`src/hdl/gce_pkg.sv`:
```
// package: register map, field positions, codes and state types
package gce_pkg;
  // register byte offsets
  localparam logic [7:0] ADDR_TMR_CTRL = 8'h00;
  localparam logic [7:0] ADDR_GATE_CTRL = 8'h04;
  localparam logic [7:0] ADDR_COUNT = 8'h08;
  localparam logic [7:0] ADDR_OSC_CTRL = 8'h0C;
  localparam logic [7:0] ADDR_OSC_CTRL_TWO = 8'h10;
  localparam logic [7:0] ADDR_IRQ = 8'h14;
  localparam logic [7:0] ADDR_CMP_CTRL = 8'h18;
  localparam logic [7:0] ADDR_CMP_VALUE = 8'h1C;
  // field positions
  localparam int BIT_TIMER_ON = 0;
  localparam int BIT_OSC_EN = 3;
  localparam int BIT_OSC_EN_T3 = 4;
  localparam int BIT_GATE_EN = 7;
  localparam int BIT_GATE_POL = 6;
  localparam int BIT_GATE_VAL = 2;
  localparam int BIT_IDLE_ON_SLEEP = 7;
  localparam int BIT_DRIVE_LSB = 4;
  localparam int BIT_ACTIVE_FLAG = 6;
  localparam int BIT_WARMUP = 3;
  localparam int BIT_OVF_FLAG = 0;
  localparam int BIT_OVF_IE = 1;
  localparam int BIT_ADC_EN = 4;
  // codes
  localparam logic [1:0] SCS_SECONDARY = 2'h1;
  localparam logic [1:0] DRIVE_HIGH = 2'h3;
  localparam logic [1:0] DRIVE_LOW = 2'h1;
  localparam logic [3:0] CMP_SPECIAL_EVENT = 4'hB;
  localparam logic [1:0] GSS_PIN = 2'h0;
  localparam logic [1:0] GSS_TIMER2 = 2'h1;
  localparam logic [1:0] GSS_CMP1 = 2'h2;
  localparam logic [1:0] GSS_CMP2 = 2'h3;
  localparam logic [15:0] COUNT_RESET = 16'h0000;
  localparam logic [15:0] COUNT_MAX = 16'hFFFF;
  localparam logic [15:0] COUNT_STEP = 16'h0001;
  // clocking mode of the device, one-hot
  typedef enum logic [2:0] {
    MODE_PRIMARY = 3'b001,
    MODE_SECONDARY_RUN_MODE = 3'b010,
    MODE_SECONDARY_IDLE_MODE = 3'b100
  } gce_mode_type;
  // whole state of the core
  typedef struct packed {
    logic timer_on;
    logic osc_en;
    logic osc_en_t3;
    logic gate_enable;
    logic gate_polarity;
    logic [1:0] gate_source_select;
    logic [15:0] count;
    logic ovf_flag;
    logic ovf_ie;
    logic [15:0] cmp_val;
    logic [3:0] cmp_mode;
    logic adc_en;
    logic idle_on_sleep;
    logic [1:0] system_clock_select;
    logic [1:0] drive_cfg;
    logic warmup;
    gce_mode_type mode;
    logic match;
    logic adc_start;
    logic [31:0] rdata;
  } gce_core_type;
  // whole state of the gate selector
  typedef struct packed {
    logic [1:0] pin_s;
    logic [1:0] c1_s;
    logic [1:0] c2_s;
    logic [1:0] ck_s;
    logic ck_last;
    logic t2_match;
    logic t2_pulse;
  } gce_gsel_type;
  localparam gce_core_type CORE_RESET = '{default: '0, mode: MODE_PRIMARY};
  localparam gce_gsel_type GSEL_RESET = '{default: '0};
endpackage

```
`src/hdl/gce_gate_if.sv`:
```
// interface: gate sources and controls between core and gate selector
interface gce_gate_if;
  logic gate_pin;
  logic cmp1;
  logic cmp2;
  logic clk_pin;
  logic [7:0] t2_count;
  logic [7:0] t2_period;
  logic polarity;
  logic [1:0] source;
  logic gate_level;
  logic gate_active;
  logic tick;
  modport sel (
    input gate_pin, cmp1, cmp2, clk_pin, t2_count, t2_period, polarity,
    source,
    output gate_level, gate_active, tick
  );
  modport core (
    output gate_pin, cmp1, cmp2, clk_pin, t2_count, t2_period, polarity,
    source,
    input gate_level, gate_active, tick
  );
endinterface

```
`src/hdl/gce_gate_sel.sv`:
```
// gate selector: synchronisers, timer2 match pulse, source mux, clock edge
module gce_gate_sel
  import gce_pkg::*;
(
  // clock and reset
  input wire logic pclk,
  input wire logic presetn,
  // gate sources and controls
  gce_gate_if.sel gif
);
  gce_gsel_type s_q;
  gce_gsel_type s_d;
  logic m_now;

  // two-stage synchronisers, only stage one feeds stage two
  always_comb begin
    s_d = s_q;
    m_now = (gif.t2_count == gif.t2_period);
    s_d.pin_s = {s_q.pin_s[0], gif.gate_pin};
    s_d.c1_s = {s_q.c1_s[0], gif.cmp1};
    s_d.c2_s = {s_q.c2_s[0], gif.cmp2};
    s_d.ck_s = {s_q.ck_s[0], gif.clk_pin};
    s_d.ck_last = s_q.ck_s[1];
    s_d.t2_match = m_now;
    // timer2 leaves its match as it resets: one cycle high
    s_d.t2_pulse = s_q.t2_match & ~m_now;
  end

  always_ff @(posedge pclk or negedge presetn) begin
    if (!presetn) begin
      s_q <= GSEL_RESET;
    end else begin
      s_q <= s_d;
    end
  end

  // source mux and polarity
  always_comb begin
    case (gif.source)
      GSS_PIN: gif.gate_level = s_q.pin_s[1];
      GSS_TIMER2: gif.gate_level = s_q.t2_pulse;
      GSS_CMP1: gif.gate_level = s_q.c1_s[1];
      GSS_CMP2: gif.gate_level = s_q.c2_s[1];
      default: gif.gate_level = 1'b0;
    endcase
    gif.gate_active = gif.polarity ? gif.gate_level : ~gif.gate_level;
  end

  // rising edge of the synchronised timer clock pin
  assign gif.tick = s_q.ck_s[1] & ~s_q.ck_last;
endmodule // gce_gate_sel

```
`src/hdl/gce_counter.sv`:
```
// gated 16-bit counter with event clear, secondary oscillator control
// Summary of operation
// - osc on by enables, warmup, or clock select
// - oscillator keeps running in idle and sleep
// - clock select 01 enters secondary run mode
// - sleep with idle bit clear: secondary idle
// - active flag set only while secondary clocks
// - drive config 11 high, 01 low power
// - count climbs to FFFF, wraps to 0000
// - wrap sets flag; irq only when enabled
// - special event compare match clears the count
// - same trigger starts conversion when converter enabled
// - count write beats a coincident trigger clear
// - trigger clear never sets the overflow flag
// - gate enable puts counting under gate control
// - gate active counts edges, inactive holds
// - polarity bit picks active gate level
// - source 00 pin, 01 timer2, 10 comparator1
// - source 11 routes comparator 2 output
// - timer2 match pulse lasts one cycle
module gce_counter
  import gce_pkg::*;
(
  // clock and reset
  input wire logic pclk,
  input wire logic presetn,
  // apb slave
  input wire logic psel,
  input wire logic penable,
  input wire logic pwrite,
  input wire logic [7:0] paddr,
  input wire logic [31:0] pwdata,
  output logic [31:0] prdata,
  output logic pready,
  output logic pslverr,
  // external and internal sources
  input wire logic timer_clk_pin,
  input wire logic gate_input_pin,
  input wire logic cmp1_out,
  input wire logic cmp2_out,
  input wire logic [7:0] timer2_count,
  input wire logic [7:0] timer2_period,
  // power management events, same clock
  input wire logic sleep_exec,
  input wire logic wake_event,
  input wire logic clock_fail,
  // oscillator and mode outputs
  output logic secondary_osc_enable,
  output logic osc_drive_high,
  output logic osc_drive_low,
  output logic secondary_run_mode,
  output logic secondary_idle_mode,
  output logic cpu_halt,
  // counter events
  output logic overflow_irq,
  output logic adc_start
);
  gce_core_type s_q;
  gce_core_type s_d;
  gce_gate_if gif ();

  logic wr;
  logic rd_setup;
  logic mapped;
  logic cnt_wr;
  logic irq_wr;
  logic osc_wr;
  logic scs_wr_sec;
  logic match_now;
  logic sev;
  logic inc;
  logic ovf_set;
  logic flag_active;
  logic [31:0] rd_mux;

  // sources into the gate selector
  assign gif.gate_pin = gate_input_pin;
  assign gif.cmp1 = cmp1_out;
  assign gif.cmp2 = cmp2_out;
  assign gif.clk_pin = timer_clk_pin;
  assign gif.t2_count = timer2_count;
  assign gif.t2_period = timer2_period;
  assign gif.polarity = s_q.gate_polarity;
  assign gif.source = s_q.gate_source_select;

  gce_gate_sel u_sel (
    .pclk(pclk),
    .presetn(presetn),
    .gif(gif.sel)
  );

  // bus decode; zero wait states, so pready is constant
  assign wr = psel & penable & pwrite;
  assign rd_setup = psel & ~penable;
  assign cnt_wr = wr & (paddr == ADDR_COUNT);
  assign irq_wr = wr & (paddr == ADDR_IRQ);
  assign osc_wr = wr & (paddr == ADDR_OSC_CTRL);
  assign scs_wr_sec = osc_wr & (pwdata[1:0] == SCS_SECONDARY);
  assign pready = 1'b1;
  assign pslverr = psel & penable & ~mapped;

  // address map check
  always_comb begin
    case (paddr)
      ADDR_TMR_CTRL, ADDR_GATE_CTRL, ADDR_COUNT, ADDR_OSC_CTRL,
      ADDR_OSC_CTRL_TWO, ADDR_IRQ, ADDR_CMP_CTRL, ADDR_CMP_VALUE:
        mapped = 1'b1;
      default: mapped = 1'b0;
    endcase
  end

  // special event: rising of the match, so a held match fires once
  assign match_now = s_q.timer_on & (s_q.cmp_mode == CMP_SPECIAL_EVENT)
    & (s_q.count == s_q.cmp_val);
  assign sev = match_now & ~s_q.match;

  // gate decides only when enabled
  assign inc = s_q.timer_on & gif.tick
    & (~s_q.gate_enable | gif.gate_active);
  assign ovf_set = inc & ~cnt_wr & ~sev & (s_q.count == COUNT_MAX);
  assign flag_active = (s_q.mode != MODE_PRIMARY);

  // read data, unmapped offsets read zero
  always_comb begin
    rd_mux = '0;
    case (paddr)
      ADDR_TMR_CTRL: begin
        rd_mux[BIT_TIMER_ON] = s_q.timer_on;
        rd_mux[BIT_OSC_EN] = s_q.osc_en;
        rd_mux[BIT_OSC_EN_T3] = s_q.osc_en_t3;
      end
      ADDR_GATE_CTRL: begin
        rd_mux[BIT_GATE_EN] = s_q.gate_enable;
        rd_mux[BIT_GATE_POL] = s_q.gate_polarity;
        rd_mux[BIT_GATE_VAL] = gif.gate_level;
        rd_mux[1:0] = s_q.gate_source_select;
      end
      ADDR_COUNT: rd_mux[15:0] = s_q.count;
      ADDR_OSC_CTRL: begin
        rd_mux[BIT_IDLE_ON_SLEEP] = s_q.idle_on_sleep;
        rd_mux[BIT_DRIVE_LSB +: 2] = s_q.drive_cfg;
        rd_mux[1:0] = s_q.system_clock_select;
      end
      ADDR_OSC_CTRL_TWO: begin
        rd_mux[BIT_ACTIVE_FLAG] = flag_active;
        rd_mux[BIT_WARMUP] = s_q.warmup;
      end
      ADDR_IRQ: begin
        rd_mux[BIT_OVF_FLAG] = s_q.ovf_flag;
        rd_mux[BIT_OVF_IE] = s_q.ovf_ie;
      end
      ADDR_CMP_CTRL: begin
        rd_mux[3:0] = s_q.cmp_mode;
        rd_mux[BIT_ADC_EN] = s_q.adc_en;
      end
      ADDR_CMP_VALUE: rd_mux[15:0] = s_q.cmp_val;
      default: rd_mux = '0;
    endcase
  end

  // next state of the whole core
  always_comb begin
    s_d = s_q;
    s_d.adc_start = 1'b0;
    s_d.match = match_now;
    if (rd_setup) begin
      s_d.rdata = rd_mux;
    end
    // register writes land at the access edge
    if (wr && paddr == ADDR_TMR_CTRL) begin
      s_d.timer_on = pwdata[BIT_TIMER_ON];
      s_d.osc_en = pwdata[BIT_OSC_EN];
      s_d.osc_en_t3 = pwdata[BIT_OSC_EN_T3];
    end
    if (wr && paddr == ADDR_GATE_CTRL) begin
      s_d.gate_enable = pwdata[BIT_GATE_EN];
      s_d.gate_polarity = pwdata[BIT_GATE_POL];
      s_d.gate_source_select = pwdata[1:0];
    end
    if (osc_wr) begin
      s_d.idle_on_sleep = pwdata[BIT_IDLE_ON_SLEEP];
      s_d.drive_cfg = pwdata[BIT_DRIVE_LSB +: 2];
      s_d.system_clock_select = pwdata[1:0];
    end
    if (wr && paddr == ADDR_OSC_CTRL_TWO) begin
      s_d.warmup = pwdata[BIT_WARMUP];
    end
    if (wr && paddr == ADDR_CMP_CTRL) begin
      s_d.cmp_mode = pwdata[3:0];
      s_d.adc_en = pwdata[BIT_ADC_EN];
    end
    if (wr && paddr == ADDR_CMP_VALUE) begin
      s_d.cmp_val = pwdata[15:0];
    end
    if (irq_wr) begin
      s_d.ovf_ie = pwdata[BIT_OVF_IE];
    end
    // count: write first, then event clear, then increment
    if (cnt_wr) begin
      s_d.count = pwdata[15:0];
    end else if (sev) begin
      s_d.count = COUNT_RESET;
    end else if (inc) begin
      s_d.count = s_q.count + COUNT_STEP;
    end
    // overflow flag: write one clears, a new wrap wins
    if (irq_wr && pwdata[BIT_OVF_FLAG]) begin
      s_d.ovf_flag = 1'b0;
    end
    if (ovf_set) begin
      s_d.ovf_flag = 1'b1;
    end
    // conversion only if the converter is enabled now
    s_d.adc_start = sev & s_q.adc_en;
    // clock mode; a failed oscillator drops back to primary
    case (s_q.mode)
      MODE_PRIMARY: begin
        if (scs_wr_sec && !clock_fail) begin
          s_d.mode = MODE_SECONDARY_RUN_MODE;
        end
      end
      MODE_SECONDARY_RUN_MODE: begin
        if (clock_fail) begin
          s_d.mode = MODE_PRIMARY;
        end else if (osc_wr && !scs_wr_sec) begin
          s_d.mode = MODE_PRIMARY;
        end else if (sleep_exec && !s_q.idle_on_sleep) begin
          s_d.mode = MODE_SECONDARY_IDLE_MODE;
        end
      end
      MODE_SECONDARY_IDLE_MODE: begin
        if (clock_fail) begin
          s_d.mode = MODE_PRIMARY;
        end else if (wake_event) begin
          s_d.mode = MODE_SECONDARY_RUN_MODE;
        end
      end
      default: s_d.mode = MODE_PRIMARY;
    endcase
  end

  always_ff @(posedge pclk or negedge presetn) begin
    if (!presetn) begin
      s_q <= CORE_RESET;
    end else begin
      s_q <= s_d;
    end
  end

  // oscillator enable ignores sleep, so it runs in every mode
  assign secondary_osc_enable = s_q.osc_en | s_q.osc_en_t3 | s_q.warmup
    | (s_q.system_clock_select == SCS_SECONDARY);
  assign osc_drive_high = (s_q.drive_cfg == DRIVE_HIGH);
  assign osc_drive_low = (s_q.drive_cfg == DRIVE_LOW);
  assign secondary_run_mode = (s_q.mode == MODE_SECONDARY_RUN_MODE);
  assign secondary_idle_mode = (s_q.mode == MODE_SECONDARY_IDLE_MODE);
  // cpu stops in secondary idle, peripherals keep pclk
  assign cpu_halt = (s_q.mode == MODE_SECONDARY_IDLE_MODE);
  assign overflow_irq = s_q.ovf_flag & s_q.ovf_ie;
  assign adc_start = s_q.adc_start;
  assign prdata = s_q.rdata;
endmodule // gce_counter

```
`config.mk`:
```
export PLATFORM = sky130hd
export DESIGN_NAME = gce_counter
export DESIGN_NICKNAME = d
export VERILOG_FILES = /design/src/hdl/gce_pkg.sv /design/src/hdl/gce_gate_if.sv /design/src/hdl/gce_gate_sel.sv /design/src/hdl/gce_counter.sv
export SDC_FILE = /design/constraint.sdc
export NUM_CORES = 1
export LEC_CHECK = 0
export ABC_AREA = 1
export BUFFER_PORTS_ARGS = -buffer_cell sky130_fd_sc_hd__buf_2
export CORE_AREA = 2 2 109 111
export CTS_CLUSTER_DIAMETER = 60
export DETAILED_ROUTE_END_ITERATION = 8
export DIE_AREA = 0 0 111 113
export PLACE_DENSITY_LB_ADDON = 0.2
export REMOVE_ABC_BUFFERS = 1
export SLEW_MARGIN = 15
export SYNTH_ARGS = -nofsm -noshare
export SYNTH_HDL_FRONTEND = slang
export SYNTH_SLANG_ARGS = --single-unit
```
`constraint.sdc`:
```
create_clock -name pclk -period 2.2 [get_ports pclk]
set_clock_uncertainty 0.1 [all_clocks]
set_input_delay 0 -clock pclk [delete_from_list [all_inputs] [get_ports pclk]]
set_output_delay 0 -clock pclk [all_outputs]
set_load 0.02 [all_outputs]
```
==> impl_results.md <==
- Register area share after synthesis: 0.417
- Pins Over Slew Limit: 0
- Post-synth cell types: 38
- Minimum clock period: 2.12 ns
- Global-route wire length before repair: 24000 um
- Vias: 4933
- Vias in the first global route: 4872
- CTS H-tree depth: 3
- N_diodes: 0
- Area contributors post-synth: dfrtp_1, nand2_1, inv_1, nor2_1, buf_4
- Placed Instances: 904
- CTS tree: built
- Status: complete, no violations
- Clock tree buffer depth: 2
- Fmax: 471 MHz
- FILL cells: 1080
- Final Hold Vio Count: 0
- Slew at the pin with the worst max-slew slack: 0.744 ns
- Full die area: 12500 sq um
- GPL Wtd Cong: 0.904
- Ys Warns: 0
- Clock Latency Late Sink: 0.34 ns
- Mapped Cells: 704
- Area leader, netlist: dfrtp_1
- Wire length on met3: 882 um
- Initial Utilization: 0.448
- PD cells: 646 nW/um^2
- R2R depth: 11
- VDD IR max: 0.600 mV
- Largest net degree at the start of global routing: 44
- WHS Path Cells: 6
- Drt total wl: 14300 um
- Mapped Area: 5050 sq um
- Met2 wire len: 6710 um
- Final worst-path cycle share: 0.965
- Slew HR: 0.503
- Final non-filler cell total: 964
- Synthesized flop and latch total: 84
- Hold Path Class: input port to register
- Antenna-violating nets left: 0
- Post-route setup TNS: 0 ns
- Top Metal Used: met4
- FP Rows: 39
- Startpoint Class: input port
- Crit path max fanout: 2
- Final WS setup: 0.0780 ns
- Data arrival, critical path: 2.25 ns
- Worst EP required: 2.33 ns
- Drt first pass iters: 4
- Mean routed wirelength per cell: 14.8 um
- DP Worst Slack: 0.271 ns
- Worst Setup End Kind: register
- Port Buffers: 76
- Final setup viols: 0
- Share of cells above drive strength 1: 0.169
- Mean area per synthesized cell: 7.17 sq um
- Via density: 5.12
- Total CTS buffers: 9
- P_leak: 3.25 nW
- Initial antenna violation count: 0
- Post-DP HPWL: 10400 um
- DRT iter0 DRCs: 330
- Number of I/O pins: 110
- GRT Overall Usage: 0.242
- CTS clk-pin slew, worst paths: 0.06 ns
- Area growth, synth to finish: 23.5%
- Critical path type: input port to register
- Synth top area share: 0.412
- Clock Root Buffer: clkbuf_16
- Grt ovf: 0
- CORE AREA: 11300 sq um
- Clk sinks: 84
- # DRC: 0
- Layout net count: 885
- Die width: 111 um
- Die Ht: 113 um
- Max Cap Viol: 0
- Wl on met1: 6360 um
==> placed cells by master, fill, tap and decap left out, types with 9 or more instances in the layout <==
cell type | synthesis | layout
xor2_1 | 11 | 11
o21ai_0 | 32 | 32
nand4_1 | 11 | 11
inv_2 | 9 | 10
buf_4 | 34 | 13
nand3_1 | 43 | 42
buf_2 | 4 | 75
inv_1 | 77 | 76
dlygate4sd3_1 | 0 | 44
dfrtp_1 | 83 | 83
nor2_1 | 70 | 69
o21ai_1 | 10 | 9
clkbuf_16 | 0 | 9
a21oi_1 | 31 | 31
o22ai_1 | 10 | 10
conb_1 | 2 | 17
nand2_1 | 223 | 223
nor3_1 | 9 | 9
==> logic make-up (layout without fill, tap and decap cells) <==
kind of cell    after synthesis  in the layout  synth area share
compound gates               89             89            0.0945
fa+ha+maj                     1              1           0.00248
buf+inv                     134            236             0.132
mux                           1              1           0.00223
flops                        84             84             0.417
simple gates                378            378             0.325
other cells                   2             17           0.00149
xor+xnor                     15             15            0.0260
==> critical path: stages <==
cell and delay (ns):
dlygate4sd3_1 0.54, buf_2 0.13, nor2_1 0.07, dlygate4sd3_1 0.55, o22ai_1 0.07, dlygate4sd3_1 0.57, nor4_2 0.26, nor2_1 0.06
==> cells in the mapped netlist <==
master and number:
nand2_1 223, dfrtp_1 83, inv_1 77, nor2_1 70
nand3_1 43, buf_4 34, o21ai_0 32, a21oi_1 31
nand4_1 11, xor2_1 11, o21ai_1 10, o22ai_1 10
inv_2 9, nor3_1 9, clkbuf_1 5, nand3_2 5
buf_2 4, buf_6 4, nor2_2 4, xnor2_1 4
nand2_2 3, and3_1 2, conb_1 2, nand3_4 2
nor4_1 2, o211ai_1 2, a2111o_1 1, a211oi_1 1
a21boi_1 1, clkinv_1 1, dfstp_2 1, ha_1 1
mux2_2 1, nand2_4 1, nor2_4 1, nor2_8 1
nor3b_2 1, o31ai_1 1
==> layout make-up <==
class	instances	area, sq um	share of cell area
tap	143	179	0.0287
timing repair buffer	133	933	0.150
multi-input combinational	501	2350	0.377
clock inverter	7	115	0.0185
inverter	87	327	0.0524
clock buffer	9	225	0.0361
sequential	84	2100	0.337
==> worst paths after layout <==
| check | startpoint | to | slack (ns) |
|---|---|---|---|
| max | timer2_count[1] | u_sel.s_q[0] | 0.08 |
| min in group asynchronous | presetn | s_q[36] | 0.10 |
| min | paddr[0] | s_q[37] | 0.05 |
| max reg2reg | s_q[75] | s_q[78] | 0.23 |
| max in group asynchronous | presetn | prdata[5] | 1.27 |
| min reg2reg | u_sel.s_d[10] | u_sel.s_q[10] | 0.25 |
==> registers in the layout, indices dropped and copies added, names as in the netlist <==
register      flops
prdata           16
gif.polarity      1
u_sel.s_d         5
adc_start         1
gif.source        2
u_sel.s_q         6
s_q              53
==> metal layers <==
layer / global-route usage / up-vias
met5: 0 / -
met4: 0.0992 / 0
met3: 0.0455 / 25
met2: 0.385 / 171
met1: 0.328 / 2331
li1: - / 2406
==> power by group <==
part	internal [mW]	switching (mW)	leakage, nW	total, mW
Combinational	0.249	0.360	2.00	0.609
Clock	1.10	0.625	0.161	1.73
Sequential	1.63	0.0613	1.08	1.69
==> what timing repair did <==
item                       in CTS  in global routing
hold endpoints to repair       99                  2
buffers inserted                0                  0
hold buffers                   39                  6
setup endpoints to repair       0                  3
gates resized for setup         0                  5
==> through the flow <==
stage	instance area [sq um]	power, mW	hold WS [ns]	utilization
after detailed placement	5440	2.23	-0.0627	0.482
after global routing	6230	4.23	0.0810	0.553
after floorplan	4760	2.02	-0.396	-
after CTS	6170	4.05	0.0347	0.547
final	6230	4.03	0.0504	0.553
after global placement	5440	2.21	-0.0745	0.482
(Power assumes the default switching activity.)
